[config.mk]
export PLATFORM = sky130hd
export DESIGN_NAME = thermistor_temp_monitor
export DESIGN_NICKNAME = d
export VERILOG_FILES = /design/src/thermistor_pkg.sv /design/src/conv_if.sv /design/src/bit_sync.sv /design/src/sar_converter.sv /design/src/thermistor_temp_monitor.sv
export VERILOG_INCLUDE_DIRS = /design/src
export SDC_FILE = /design/constraint.sdc
export NUM_CORES = 1
export LEC_CHECK = 0
export ABC_AREA = 1
export BUFFER_PORTS_ARGS = -buffer_cell sky130_fd_sc_hd__buf_2
export CORE_UTILIZATION = 41
export CTS_BUF_LIST = sky130_fd_sc_hd__clkbuf_4 sky130_fd_sc_hd__clkbuf_8
export DETAILED_ROUTE_END_ITERATION = 6
export GPL_ROUTABILITY_DRIVEN = 1
export PLACE_DENSITY = 0.64
export SLEW_MARGIN = 5
export SYNTH_ARGS = -nofsm -noshare
export SYNTH_HDL_FRONTEND = slang
export SYNTH_SLANG_ARGS = --single-unit
[constraint.sdc]
create_clock -name clock_i -period 4.4 [get_ports clock_i]
set_clock_uncertainty 0.05 [all_clocks]
set_input_delay 0.22 -clock clock_i [delete_from_list [all_inputs] [get_ports clock_i]]
set_output_delay 0.22 -clock clock_i [all_outputs]
set_load 0.1 [all_outputs]
[src/thermistor_temp_monitor_defines.svh]
// Constants of the thermistor temperature monitor: offsets, fields,
// reset values and timing counts. Included by the converter and the monitor.
`ifndef THERMISTOR_TEMP_MONITOR_DEFINES_SVH
`define THERMISTOR_TEMP_MONITOR_DEFINES_SVH

// ---------------------------------------------------------------
// Clock and timing
// ---------------------------------------------------------------
`define CLK_MHZ          100
`define SAR_SETTLE_NS    500
`define SAR_SETTLE_CYC   ((`SAR_SETTLE_NS * `CLK_MHZ + 999) / 1000)

// ---------------------------------------------------------------
// Bus slave address (value arbitrary)
// ---------------------------------------------------------------
`define DEV_ADDR         7'h2a

// ---------------------------------------------------------------
// Register offsets
// ---------------------------------------------------------------
`define REG_TEMP_READOUT 8'h00
`define REG_IRQ_EN_ONE   8'h05
`define REG_IRQ_EN_TWO   8'h06
`define REG_IRQ_ST_ONE   8'h07
`define REG_IRQ_ST_TWO   8'h08
`define REG_THERM_CFG    8'h0d
`define REG_THRESHOLDS   8'h0e

// ---------------------------------------------------------------
// Field positions
// ---------------------------------------------------------------
`define BIT_CHANGE       7
`define BIT_HOT          4
`define BIT_COLD         3
`define BIT_EOC          0
`define BIT_TRIGGER      7
`define BIT_CONV_DONE    5

// ---------------------------------------------------------------
// Reset values
// ---------------------------------------------------------------
`define IRQ_EN_ONE_RST   8'h18
`define IRQ_EN_TWO_RST   8'h01
`define CHANGE_THR_RST   2'h1
`define THRESHOLDS_RST   8'hca

// ---------------------------------------------------------------
// Conversion and temperature scale
// ---------------------------------------------------------------
`define ADC_CODE_0C      11'h200
`define ADC_DEG_SHIFT    2
`define TEMP_MIN         8'hf6
`define TEMP_MAX         8'h55
`define COLD_OFFSET      8'hf6
`define HOT_OFFSET       8'h26

`endif

[src/thermistor_pkg.sv]
// Types shared by the thermistor temperature monitor modules.
// Assumes nothing beyond a SystemVerilog compiler.
package thermistor_pkg;
   typedef enum logic [3:0] {
      I2C_IDLE, I2C_ADDR, I2C_ADDR_ACK, I2C_SUB, I2C_SUB_ACK,
      I2C_WR, I2C_WR_ACK, I2C_RD, I2C_MACK
   } i2c_state_t;
   typedef enum logic [1:0] {SAR_IDLE, SAR_SETTLE} sar_state_t;
   typedef logic signed [7:0] temp_t;
endpackage

[src/conv_if.sv]
// Conversion handshake between the monitor and its SAR converter.
// Assumes both ends share clock_i.
`timescale 1ns/1ps
interface conv_if;
   logic       start;
   logic       comp;
   logic       busy;
   logic       done;
   logic [9:0] code;
   modport ctrl (output start, comp, input busy, done, code);
   modport adc  (input start, comp, output busy, done, code);
endinterface

[src/bit_sync.sv]
// Two-stage synchroniser for signals from outside the clock domain.
// Assumes inputs are levels held for several clock cycles.
`timescale 1ns/1ps
module bit_sync #(
   parameter int W = 1
) (
   // Clock and reset
   input  wire logic         clock_i,
   input  wire logic         nrst_i,
   // Data
   input  wire logic [W-1:0] async_i,
   output logic      [W-1:0] sync_o
);
   logic [W-1:0] meta_ff;

   // Two flip-flops, first stage read only by the second
   always_ff @(posedge clock_i or negedge nrst_i) begin
      if (!nrst_i) begin
         meta_ff <= '0;
         sync_o  <= '0;
      end else begin
         meta_ff <= async_i;
         sync_o  <= meta_ff;
      end
   end
endmodule

[src/sar_converter.sv]
// 10-bit successive-approximation sequencer for the thermistor voltage.
// Assumes an external DAC on dac_code_o and a synchronised comparator
// that is high while the thermistor voltage is at or above the trial.
`timescale 1ns/1ps
`include "thermistor_temp_monitor_defines.svh"
module sar_converter
   import thermistor_pkg::*;
(
   // Clock and reset
   input  wire logic       clock_i,
   input  wire logic       nrst_i,
   // Conversion handshake
   conv_if.adc             cv,
   // Trial code to the DAC
   output logic      [9:0] dac_code_o
);
   localparam logic [7:0] SETTLE = 8'(`SAR_SETTLE_CYC);

   sar_state_t state_ff;
   logic [3:0] bit_ff;
   logic [7:0] wait_ff;
   logic [9:0] keep;

   assign cv.busy = (state_ff != SAR_IDLE);
   // Trial with the current bit removed when comparator says too high
   assign keep = cv.comp ? dac_code_o : (dac_code_o & ~(10'h001 << bit_ff));

   // Bit-by-bit search, one settle wait per bit
   always_ff @(posedge clock_i or negedge nrst_i) begin
      if (!nrst_i) begin
         state_ff   <= SAR_IDLE;
         bit_ff     <= 4'h0;
         wait_ff    <= 8'h00;
         dac_code_o <= 10'h000;
         cv.code    <= 10'h000;
         cv.done    <= 1'b0;
      end else begin
         cv.done <= 1'b0;
         case (state_ff)
            SAR_IDLE: begin
               if (cv.start) begin
                  state_ff   <= SAR_SETTLE;
                  bit_ff     <= 4'h9;
                  wait_ff    <= SETTLE;
                  dac_code_o <= 10'h200;
               end
            end
            SAR_SETTLE: begin
               if (wait_ff > 8'h01) begin
                  wait_ff <= wait_ff - 8'h01;
               end else if (bit_ff == 4'h0) begin
                  cv.code  <= keep;
                  cv.done  <= 1'b1;
                  state_ff <= SAR_IDLE;
               end else begin
                  dac_code_o <= keep | (10'h001 << (bit_ff - 4'h1));
                  bit_ff     <= bit_ff - 4'h1;
                  wait_ff    <= SETTLE;
               end
            end
            default: state_ff <= SAR_IDLE;
         endcase
      end
   end
endmodule

[src/thermistor_temp_monitor.sv]
// Host-triggered panel temperature monitor with I2C register access.
// Assumes open-drain SDA and interrupt pins resolved outside, and an
// external DAC plus comparator around the thermistor divider.
`timescale 1ns/1ps
`include "thermistor_temp_monitor_defines.svh"
module thermistor_temp_monitor
   import thermistor_pkg::*;
(
   // Clock and reset
   input  wire logic       clock_i,
   input  wire logic       nrst_i,
   // I2C pins
   input  wire logic       scl_i,
   input  wire logic       sda_i,
   output logic            sda_o,
   output logic            sda_oe_o,
   // Wake pin
   input  wire logic       wake_pin_i,
   // Converter analog front end
   input  wire logic       comp_i,
   output logic      [9:0] dac_code_o,
   // Interrupt pin, open drain
   output logic            irq_pin_n_o,
   output logic            irq_pin_n_oe_o
);

   // ---------------------------------------------------------------
   // Input synchronisation
   // ---------------------------------------------------------------
   logic [3:0] pins_s;
   logic       scl_s;
   logic       sda_s;
   logic       wake_s;
   logic       scl_d_ff;
   logic       sda_d_ff;
   logic       wake_d_ff;

   // Bus pins synchronised inverted so the reset value matches the idle high
   bit_sync #(.W(4)) u_sync (
      .clock_i (clock_i),
      .nrst_i  (nrst_i),
      .async_i ({comp_i, wake_pin_i, ~sda_i, ~scl_i}),
      .sync_o  (pins_s)
   );

   assign scl_s  = ~pins_s[0];
   assign sda_s  = ~pins_s[1];
   assign wake_s = pins_s[2];

   // Delayed copies for edge detection
   always_ff @(posedge clock_i or negedge nrst_i) begin
      if (!nrst_i) begin
         scl_d_ff  <= 1'b1;
         sda_d_ff  <= 1'b1;
         wake_d_ff <= 1'b0;
      end else begin
         scl_d_ff  <= scl_s;
         sda_d_ff  <= sda_s;
         wake_d_ff <= wake_s;
      end
   end

   logic scl_rise;
   logic scl_fall;
   logic bus_start;
   logic bus_stop;
   logic wake_rise;

   assign scl_rise  = scl_s & ~scl_d_ff;
   assign scl_fall  = ~scl_s & scl_d_ff;
   assign bus_start = scl_s & scl_d_ff & ~sda_s & sda_d_ff;
   assign bus_stop  = scl_s & scl_d_ff & sda_s & ~sda_d_ff;
   assign wake_rise = wake_s & ~wake_d_ff;

   // ---------------------------------------------------------------
   // I2C slave
   // ---------------------------------------------------------------
   i2c_state_t st_ff;
   logic [7:0] shift_ff;
   logic [7:0] tx_ff;
   logic [3:0] cnt_ff;
   logic [7:0] ptr_ff;
   logic       rnw_ff;
   logic       wr_stb;
   logic       rd_stb;
   logic [7:0] rd_data;

   // Strobes for register access, used by the register file
   assign wr_stb = scl_fall && (st_ff == I2C_WR) && (cnt_ff == 4'h8);
   assign rd_stb = scl_fall && ((st_ff == I2C_ADDR_ACK && rnw_ff) ||
                                (st_ff == I2C_MACK));
   assign sda_o  = 1'b0;

   // Byte framing, acknowledge and address pointer
   always_ff @(posedge clock_i or negedge nrst_i) begin
      if (!nrst_i) begin
         st_ff    <= I2C_IDLE;
         shift_ff <= 8'h00;
         tx_ff    <= 8'h00;
         cnt_ff   <= 4'h0;
         ptr_ff   <= 8'h00;
         rnw_ff   <= 1'b0;
         sda_oe_o <= 1'b0;
      end else if (bus_start) begin
         st_ff    <= I2C_ADDR;
         cnt_ff   <= 4'h0;
         sda_oe_o <= 1'b0;
      end else if (bus_stop) begin
         st_ff    <= I2C_IDLE;
         sda_oe_o <= 1'b0;
      end else begin
         case (st_ff)
            I2C_ADDR, I2C_SUB, I2C_WR: begin
               if (scl_rise) begin
                  shift_ff <= {shift_ff[6:0], sda_s};
                  cnt_ff   <= cnt_ff + 4'h1;
               end else if (scl_fall && cnt_ff == 4'h8) begin
                  cnt_ff <= 4'h0;
                  if (st_ff == I2C_ADDR) begin
                     if (shift_ff[7:1] == `DEV_ADDR) begin
                        rnw_ff   <= shift_ff[0];
                        sda_oe_o <= 1'b1;
                        st_ff    <= I2C_ADDR_ACK;
                     end else begin
                        st_ff <= I2C_IDLE;
                     end
                  end else if (st_ff == I2C_SUB) begin
                     ptr_ff   <= shift_ff;
                     sda_oe_o <= 1'b1;
                     st_ff    <= I2C_SUB_ACK;
                  end else begin
                     sda_oe_o <= 1'b1;
                     st_ff    <= I2C_WR_ACK;
                  end
               end
            end
            I2C_ADDR_ACK: begin
               if (scl_fall) begin
                  cnt_ff <= 4'h0;
                  if (rnw_ff) begin
                     tx_ff    <= rd_data;
                     sda_oe_o <= ~rd_data[7];
                     ptr_ff   <= ptr_ff + 8'h01;
                     st_ff    <= I2C_RD;
                  end else begin
                     sda_oe_o <= 1'b0;
                     st_ff    <= I2C_SUB;
                  end
               end
            end
            I2C_SUB_ACK, I2C_WR_ACK: begin
               if (scl_fall) begin
                  sda_oe_o <= 1'b0;
                  st_ff    <= I2C_WR;
                  if (st_ff == I2C_WR_ACK) begin
                     ptr_ff <= ptr_ff + 8'h01;
                  end
               end
            end
            I2C_RD: begin
               if (scl_rise) begin
                  cnt_ff <= cnt_ff + 4'h1;
               end else if (scl_fall) begin
                  if (cnt_ff == 4'h8) begin
                     sda_oe_o <= 1'b0;
                     st_ff    <= I2C_MACK;
                  end else begin
                     tx_ff    <= {tx_ff[6:0], 1'b1};
                     sda_oe_o <= ~tx_ff[6];
                  end
               end
            end
            I2C_MACK: begin
               if (scl_rise && sda_s) begin
                  st_ff <= I2C_IDLE;  // Master nack ends the read
               end else if (scl_fall) begin
                  cnt_ff   <= 4'h0;
                  tx_ff    <= rd_data;
                  sda_oe_o <= ~rd_data[7];
                  ptr_ff   <= ptr_ff + 8'h01;
                  st_ff    <= I2C_RD;
               end
            end
            default: st_ff <= I2C_IDLE;
         endcase
      end
   end

   // ---------------------------------------------------------------
   // Converter and translation to degrees
   // ---------------------------------------------------------------
   conv_if cv ();

   sar_converter u_sar (
      .clock_i    (clock_i),
      .nrst_i     (nrst_i),
      .cv         (cv),
      .dac_code_o (dac_code_o)
   );

   logic        trig_ff;
   logic        start_ff;
   logic [10:0] diff;
   logic [10:0] deg_wide;
   temp_t       deg;

   assign cv.start = start_ff;
   assign cv.comp  = pins_s[3];

   // Voltage falls as temperature rises; four codes per degree
   always_comb begin
      diff     = `ADC_CODE_0C - {1'b0, cv.code};
      deg_wide = $signed(diff) >>> `ADC_DEG_SHIFT;
      if ($signed(deg_wide) <= $signed({{3{1'b1}}, `TEMP_MIN})) begin
         deg = `TEMP_MIN;
      end else if ($signed(deg_wide) >= $signed({3'b000, `TEMP_MAX})) begin
         deg = `TEMP_MAX;
      end else begin
         deg = deg_wide[7:0];
      end
   end

   // ---------------------------------------------------------------
   // Register file
   // ---------------------------------------------------------------
   temp_t      temp_ff;
   logic [1:0] dt_ff;
   logic [7:0] thr_ff;
   logic [7:0] en1_ff;
   logic [7:0] en2_ff;
   logic       conv_done;
   logic       st_chg_ff;
   logic       st_hot_ff;
   logic       st_cold_ff;
   logic       st_eoc_ff;

   assign conv_done = ~(cv.busy | trig_ff | start_ff);

   // Writable configuration
   always_ff @(posedge clock_i or negedge nrst_i) begin
      if (!nrst_i) begin
         dt_ff  <= `CHANGE_THR_RST;
         thr_ff <= `THRESHOLDS_RST;
         en1_ff <= `IRQ_EN_ONE_RST;
         en2_ff <= `IRQ_EN_TWO_RST;
      end else if (wr_stb) begin
         case (ptr_ff)
            `REG_THERM_CFG:  dt_ff  <= shift_ff[1:0];
            `REG_THRESHOLDS: thr_ff <= shift_ff;
            `REG_IRQ_EN_ONE: en1_ff <= shift_ff & `IRQ_EN_ONE_RST | shift_ff &
                                       8'h80;
            `REG_IRQ_EN_TWO: en2_ff <= shift_ff & `IRQ_EN_TWO_RST;
            default: ;
         endcase
      end
   end

   // Trigger bit: accepted only when idle, then clears itself
   always_ff @(posedge clock_i or negedge nrst_i) begin
      if (!nrst_i) begin
         trig_ff  <= 1'b0;
         start_ff <= 1'b0;
      end else begin
         start_ff <= 1'b0;
         if (trig_ff) begin
            trig_ff  <= 1'b0;
            start_ff <= 1'b1;
         end else if (wr_stb && ptr_ff == `REG_THERM_CFG &&
                      shift_ff[`BIT_TRIGGER] && !cv.busy && !start_ff) begin
            trig_ff <= 1'b1;
         end
      end
   end

   // Read data selection
   always_comb begin
      rd_data = 8'h00;
      case (ptr_ff)
         `REG_TEMP_READOUT: rd_data = temp_ff;
         `REG_IRQ_EN_ONE:   rd_data = en1_ff;
         `REG_IRQ_EN_TWO:   rd_data = en2_ff;
         `REG_IRQ_ST_ONE:   rd_data = {st_chg_ff, 2'b00, st_hot_ff, st_cold_ff, 3'b000};
         `REG_IRQ_ST_TWO:   rd_data = {7'h00, st_eoc_ff};
         `REG_THERM_CFG: begin
            rd_data                = {6'h00, dt_ff};
            rd_data[`BIT_TRIGGER]  = trig_ff;
            rd_data[`BIT_CONV_DONE] = conv_done;
         end
         `REG_THRESHOLDS:   rd_data = thr_ff;
         default:           rd_data = 8'h00;
      endcase
   end

   // ---------------------------------------------------------------
   // Reading evaluation
   // ---------------------------------------------------------------
   temp_t      base_ff;
   logic       base_ok_ff;
   temp_t      hot_deg;
   temp_t      cold_deg;
   logic [8:0] delta;
   logic [8:0] delta_abs;
   logic       is_hot;
   logic       is_cold;
   logic       is_chg;

   // Four-bit thresholds mapped into degrees
   assign hot_deg   = {4'h0, thr_ff[7:4]} + `HOT_OFFSET;
   assign cold_deg  = {4'h0, thr_ff[3:0]} + `COLD_OFFSET;
   assign delta     = {deg[7], deg} - {base_ff[7], base_ff};
   assign delta_abs = delta[8] ? (9'h000 - delta) : delta;
   assign is_hot    = (deg >= hot_deg);
   assign is_cold   = (deg <= cold_deg);
   assign is_chg    = base_ok_ff &&
                      (delta_abs >= {6'h00, 1'b0, dt_ff} + 9'h001);

   // Readout and baseline
   always_ff @(posedge clock_i or negedge nrst_i) begin
      if (!nrst_i) begin
         temp_ff    <= 8'h00;
         base_ff    <= 8'h00;
         base_ok_ff <= 1'b0;
      end else begin
         if (cv.done) begin
            temp_ff <= deg;
         end
         if (wake_rise) begin
            base_ok_ff <= 1'b0;
         end else if (cv.done && (!base_ok_ff || is_chg)) begin
            base_ff    <= deg;
            base_ok_ff <= 1'b1;
         end
      end
   end

   // ---------------------------------------------------------------
   // Status flags, clear on read, set wins
   // ---------------------------------------------------------------
   logic clr_one;
   logic clr_two;

   assign clr_one = rd_stb && (ptr_ff == `REG_IRQ_ST_ONE);
   assign clr_two = rd_stb && (ptr_ff == `REG_IRQ_ST_TWO);

   // Flags set independent of enables
   always_ff @(posedge clock_i or negedge nrst_i) begin
      if (!nrst_i) begin
         st_chg_ff  <= 1'b0;
         st_hot_ff  <= 1'b0;
         st_cold_ff <= 1'b0;
         st_eoc_ff  <= 1'b0;
      end else begin
         st_chg_ff  <= (cv.done && is_chg) | (st_chg_ff & ~clr_one);
         st_hot_ff  <= (cv.done && is_hot) | (st_hot_ff & ~clr_one);
         st_cold_ff <= (cv.done && is_cold) | (st_cold_ff & ~clr_one);
         st_eoc_ff  <= cv.done | (st_eoc_ff & ~clr_two);
      end
   end

   // ---------------------------------------------------------------
   // Interrupt pin
   // ---------------------------------------------------------------
   logic irq_any;

   // Enables gate the pin only
   assign irq_any = (st_chg_ff & en1_ff[`BIT_CHANGE]) |
                    (st_hot_ff & en1_ff[`BIT_HOT]) |
                    (st_cold_ff & en1_ff[`BIT_COLD]) |
                    (st_eoc_ff & en2_ff[`BIT_EOC]);

   // Registered open-drain drive
   always_ff @(posedge clock_i or negedge nrst_i) begin
      if (!nrst_i) begin
         irq_pin_n_oe_o <= 1'b0;
      end else begin
         irq_pin_n_oe_o <= irq_any;
      end
   end

   assign irq_pin_n_o = 1'b0;

endmodule

# Word level (Yosys, flattened, before mapping)
# Cells that the tools add are included.
# totals
regBits,122
latch_bits,0
ramBits,0
rom_bits,0
input_bits,6
output_inout_bits,14
word_cells,283
memories,0
# op_classes
addsub,10
multipliers,0
div_mod_pow,0
magnitude_cmp,6
n_eq_ne,50
shift,2
mux,87
bitwise,46
n_reduce_logical,50
# op_table
cell,count
$mux W8,15
$mux W4,22
$pmux W8 S7,1
$mux W7,7
$mux W10,4
$ne A4 B4 Y1 const B,10
$ne A2 B2 Y1 const B,17
$pmux W8 S4,1
$eq A8 B3 Y1 const B,3
$eq A8 B4 Y1 const B,3
$mux W1,22
$pmux W7 S3,1
$pmux W10 S2,1
$pmux W4 S5,1
$reduce_and A10 Y1,2
$shl A1 B4 Y10 const A,2
$logic_and A1 B1 Y1,17
$not A1 Y1,17
$and A1 B1 Y1,16
$eq A4 B3 Y1 const B,4
$pmux W4 S4,1
$pmux W8 S2,1
$reduce_and A13 Y1,1
$sub A10 B10 Y11 const A,1
other kinds (54),81

# Depth between registers and ports, before layout
# depth
word_depth,13
mapped_depth,39
ltp_nobuf,39

# Modules after synthesis
# From an unflattened synthesis, not the netlist that was laid out.
# hier_totals
cells_unflattened,967
area_unflattened_um2,7524.7
# by_module_without_submodules
module,instances,cells_per_inst,area_each_um2,seq_area_each_um2
thermistor_temp_monitor,1,710,5201.2,1864.3
sar_converter,1,249,2123.3,850.8
bit_sync,1,8,200.2,200.2

# Least setup slack after synthesis
# OpenSTA, ideal clock, no wires.
# synth_path
path_type,reg-to-reg
start,reg u_sar.cv.code[0]
end,reg base_ff[3]
setup_ns,0.066
arrival_time_ns,4.100
required_ns,4.284
slack_ns,0.184
path_stages_with_launch,35
path_buffers,0
synth_period_minus_slack_ns,4.216
cell_sequence,dfrtp_1 -> nor2_4 -> nand2_4 -> clkinv_2 -> nand2_2 -> inv_2 -> nand2_2 -> nand2_4 -> nand2_1 -> nor2_2 -> nand2_2 -> nand2_4 -> nand2_1 -> nand2_1 -> ha_1 -> a21oi_1 -> nor3_1 -> a211oi_1 -> nand3_2 -> nand2_4 -> inv_4 -> nand2_1 -> o21ai_0 -> ha_1 -> o21ai_0 -> nand2_1 -> a21oi_1 -> nand2_1 -> nor2_4 -> nand2_2 -> nor2_4 -> nand3_4 -> nand2_4 -> nand2_1 -> nand2_1
# synth_via
elab_chain_len,12
elab_cells_between_ends,13
cone_classes,add/sub (3); order compare (3); mux (3); reduce/logical (4)
# synth_rtl
item,line,rtl
from (decl),conv_if.sv:11,"modport adc (input start, comp, output busy, done, code);"
from (signal assigned),sar_converter.sv:52,cv.code <= keep;
$sub A10 B10 Y11 (no line) (*),n/a,
$ge A9 B8 Y1,thermistor_temp_monitor.sv:216,"end else if ($signed(deg_wide) >= $signed({3'b000, `TEMP_MAX})) begin"
$mux W8,thermistor_temp_monitor.sv:216,
$mux W8 (*),thermistor_temp_monitor.sv:214,"if ($signed(deg_wide) <= $signed({{3{1'b1}}, `TEMP_MIN})) begin"
via deg[5],thermistor_temp_monitor.sv:205,temp_t deg;
$sub A8 B8 Y9 (*),thermistor_temp_monitor.sv:310,"assign delta = {deg[7], deg} - {base_ff[7], base_ff};"
$sub A1 B9 Y9,thermistor_temp_monitor.sv:311,assign delta_abs = delta[8] ? (9'h000 - delta) : delta;
$mux W9 (*),thermistor_temp_monitor.sv:311,
$ge A9 B3 Y1 (*),thermistor_temp_monitor.sv:315,"(delta_abs >= {6'h00, 1'b0, dt_ff} + 9'h001);"
$logic_and A1 B1 Y1 (*),thermistor_temp_monitor.sv:314,assign is_chg = base_ok_ff &&
$logic_or A1 B1 Y1 (*),thermistor_temp_monitor.sv:329,end else if (cv.done && (!base_ok_ff || is_chg)) begin
$logic_and A1 B1 Y1 (*),thermistor_temp_monitor.sv:329,
$reduce_and A2 Y1 (no line) (*),n/a,
to (signal assigned),thermistor_temp_monitor.sv:330,base_ff <= deg;
to (decl),thermistor_temp_monitor.sv:297,temp_t base_ff;
# The timed path passes the listed nets; every way through them passes the cells marked *.
# A chain may end at the register's enable or synchronous reset.

# Worst setup path in the final report
# layout_path
start,reg u_sar.cv.code[0]
end,reg base_ff[3]
# layout_via
elab_chain_len,12
elab_cells_between_ends,13
cone_classes,add/sub (3); order compare (3); mux (3); reduce/logical (4)
# layout_rtl
item,line
$sub A10 B10 Y11 (no line) (*),n/a
$ge A9 B8 Y1,thermistor_temp_monitor.sv:216
$mux W8,thermistor_temp_monitor.sv:216
$mux W8 (*),thermistor_temp_monitor.sv:214
$sub A8 B8 Y9,thermistor_temp_monitor.sv:310
$sub A1 B9 Y9,thermistor_temp_monitor.sv:311
$mux W9,thermistor_temp_monitor.sv:311
$ge A9 B3 Y1,thermistor_temp_monitor.sv:315
$logic_and A1 B1 Y1,thermistor_temp_monitor.sv:314
$logic_or A1 B1 Y1,thermistor_temp_monitor.sv:329
$logic_and A1 B1 Y1,thermistor_temp_monitor.sv:329
$reduce_and A2 Y1 (no line),n/a
# Mark *: on every way between the ends. The rest lies on a longest branch, timed or not.

==> results.toml <==
[sta]
setup_viol = 0
rsz0062_at_grt = "true"
slew-limit-headroom_pct = 34.2
slew_violations = 0
timing.final.ws_setup_ps = 114
finalCritPeriodShare_pct = 97.4
hold_violations = 0
tns_ps = 0
fmax_mhz = 233
worstMarginPinSlew_ps = 983
min_period_ps = 4290

[run_status]
status = "finished clean"

[finish]
drive_gt1_share_pct = 18.1
fillers = 1585
area_growth_pct = 15.8
postLayoutCellArea_um2 = 8130
antennaDiodeCount = 0
stdcell_count = 1185
nets = 998
final_common_cell = "nand2_1"
mostFrequentLayoutCells = "nand2_1, inv_1, dfrtp_1"

[clocking]
cts_tree = "yes"
h-tree-depth = 4
clk_pin_slew_ps = 70
cts_buffers = 17
clock_sinks = 116
clk_latency_ps = 440
cts_root_buf = "clkbuf_8"
clk_path_buf_depth = 2

[placement]
hpwl_um = 11800
dpl_cell_area_um2 = 7470
place_ws_ps = 23.5
gp_congestion = 0.894
port_buffers = 17
dp_cells = 1137

[power]
power.switching_mw = 1.04
peakVddDrop_v = 0.000276
pwr-share-clk_pct = 31.0
p_sw_share_pct = 35.0
power.density_nw_per_um2 = 364
p_leak_nw = 3.80
comb_power_share_pct = 25.5
sequentialPowerShare_pct = 43.5
intPower_mw = 1.93

[route]
via_per_inst = 5.08
ant_nets = 0
wl_per_cell_um = 13.6
drtIter0Drc = 340
drcViolationCount = 0
wirelength_um = 16100
dr_total_vias = 6023
firstDrtPassIters = 5

[global_route]
grt_pass1_vias = 5562
antenna_found_initial = 0
grt_max_degree = 44
grt_remaining_overflow = 0
track_usage_pct = 19.1
grt_pass1_wl_um = 26900

[flow_run]
max_cap_violations = 0

[setup_path]
worstSetupPathType = "reg -> reg"
cp_data_arrival_time_ps = 4610
cp.required_ps = 4730
cp.depth = 39
end_kind = "flip-flop"
critPathMaxStageDelay_ps = 420
reg2reg_depth = 39
crit_buf_inv = 5
crit_fanout = 8
slowest_stage = "dfrtp_1"
critPathLaunchType = "flip-flop"
cp_top_family = "simple AND/OR/NAND/NOR gates"
crit_top_cell = "nand2_4"

[logic_synthesis]
post_synth_num_cell_types = 53
postSynth.asyncResetShare_pct = 100
synth-seq-area-share_pct = 41.5
ys_ff_latch = 116
avgSynthCellArea_um2 = 7.86
yosys_warnings = 0
synth_area_um2 = 7020
synth-main-ff-cell = "dfrtp_1"
synth_edf_count = 0
postSynthCellCount = 894

[floorplanning]
die-area_um2 = 17700
die_x_um = 133
start_util_pct = 42.2
boundaryPins = 20
die_h_um = 133
core_um2 = 16600
rows = 47

[min_path]
hp-class = "in -> async"
-- final timing paths --
| check | endpoint | slack (ps) | start |
|---|---|---|---|
| min in group clock_i | u_sync.sync_o[0] | 300 | u_sync.meta_ff[0] |
| min | irq_pin_n_oe_o | 220 | nrst_i |
| max reg2reg | base_ff[3] | 110 | u_sar.cv.code[0] |
| max in group asynchronous | u_sync.sync_o[2] | 3160 | nrst_i |
| max | base_ff[3] | 110 | u_sar.cv.code[0] |
| min reg2reg | u_sync.sync_o[0] | 300 | u_sync.meta_ff[0] |
-- logic make-up after synthesis --
| group | Yosys count | share of synthesized area (%) |
|---|---|---|
| AO/OA/AOI/OAI | 169 | 14.2 |
| XOR/XNOR | 12 | 1.50 |
| adder cells (fa/ha/maj) | 40 | 7.23 |
| buffers and inverters | 148 | 8.07 |
| flip-flops | 116 | 41.5 |
| other | 1 | 0.0534 |
| AND/OR/NAND/NOR | 408 | 27.4 |
-- cells in the mapped netlist (4+ instances only) --
cell type,n,area (um^2)
dfstp_2,10,263
nor4_1,4,25.0
nor2_1,65,244
nand2_4,12,135
xnor2_1,5,43.8
nand2_2,12,75.1
nand3_2,4,40.0
clkbuf_1,10,37.5
inv_2,5,18.8
a21oi_1,36,180
dfrtp_1,106,2650
o21ai_0,78,390
inv_1,127,477
or2_2,5,31.3
a31oi_1,5,31.3
nand4_1,8,50.1
nand2_1,199,747
nand3b_1,5,37.5
nand3_1,56,280
o22ai_1,5,31.3
nor2_2,5,31.3
nor3_1,23,115
nor2_4,5,56.3
xor2_1,7,61.3
o211ai_1,16,120
o2111ai_1,4,35.0
ha_1,39,488
a22oi_1,6,45.0
-- routing by layer --
layer | up-vias | track usage (%) | wire length, um
li1 | 3059 | - | -
met1 | 2816 | 27.0 | 8030
met2 | 133 | 28.7 | 7120
met3 | 15 | 4.33 | 693
met4 | 0 | 6.26 | 223
met5 | - | 0 | 0
-- power by group through the flow --
| stage | Clock [mW] | Combinational (mW) | Sequential [mW] |
|---|---|---|---|
| finish | 0.918 | 0.757 | 1.29 |
| global route | 0.991 | 0.870 | 1.31 |
| CTS | 0.940 | 0.759 | 1.29 |
| detailed placement | 0 | 0.753 | 1.30 |
| global placement | 0 | 0.747 | 1.30 |
| floorplan | 0 | 0.537 | 1.32 |
-- flip-flops by register name, summed over array words and instances (netlist names), 2 cells and up --
register and cells:
ptr_ff 8, u_sar.cv.code 10, base_ff 8, u_sar.dac_code_o 10, shift_ff 8, cnt_ff 4
u_sar.wait_ff 8, thr_ff 8, st_ff 4, tx_ff 7, u_sar.bit_ff 4, u_sync.meta_ff 4
u_sync.sync_o 4, dt_ff 2, temp_ff 8, en1_ff 3
-- final cells by class --
class / count / area (um^2) / share of cell area (%)
Clock buffer: 28 / 348 / 4.28
Clock inverter: 4 / 22.5 / 0.277
Inverter: 136 / 515 / 6.34
Multi-Input combinational cell: 632 / 3700 / 45.5
Sequential cell: 116 / 2920 / 35.8
Tap cell: 220 / 275 / 3.38
Timing Repair Buffer: 49 / 353 / 4.34
-- per-stage QoR --
| stage | hold WS (ps) | total power, mW | util, % |
|---|---|---|---|
| after floorplan | -126 | 1.86 | - |
| after global placement | 155 | 2.05 | 44.9 |
| after detailed placement | 155 | 2.06 | 44.9 |
| after CTS | 220 | 2.99 | 47.4 |
| after global routing | 249 | 3.17 | 48.9 |
| final | 222 | 2.96 | 48.9 |
-- timing repair --
item | in CTS | in global routing
endpoints found under the hold margin | 36 | 0
pin swaps | 1 | 25
setup buffers | 0 | 10
hold buffers | 5 | 0
setup endpoints to repair | 1 | 9
gates resized for setup | 0 | 41
cloned | 0 | 1
Power figures use the tool's default switching activity.
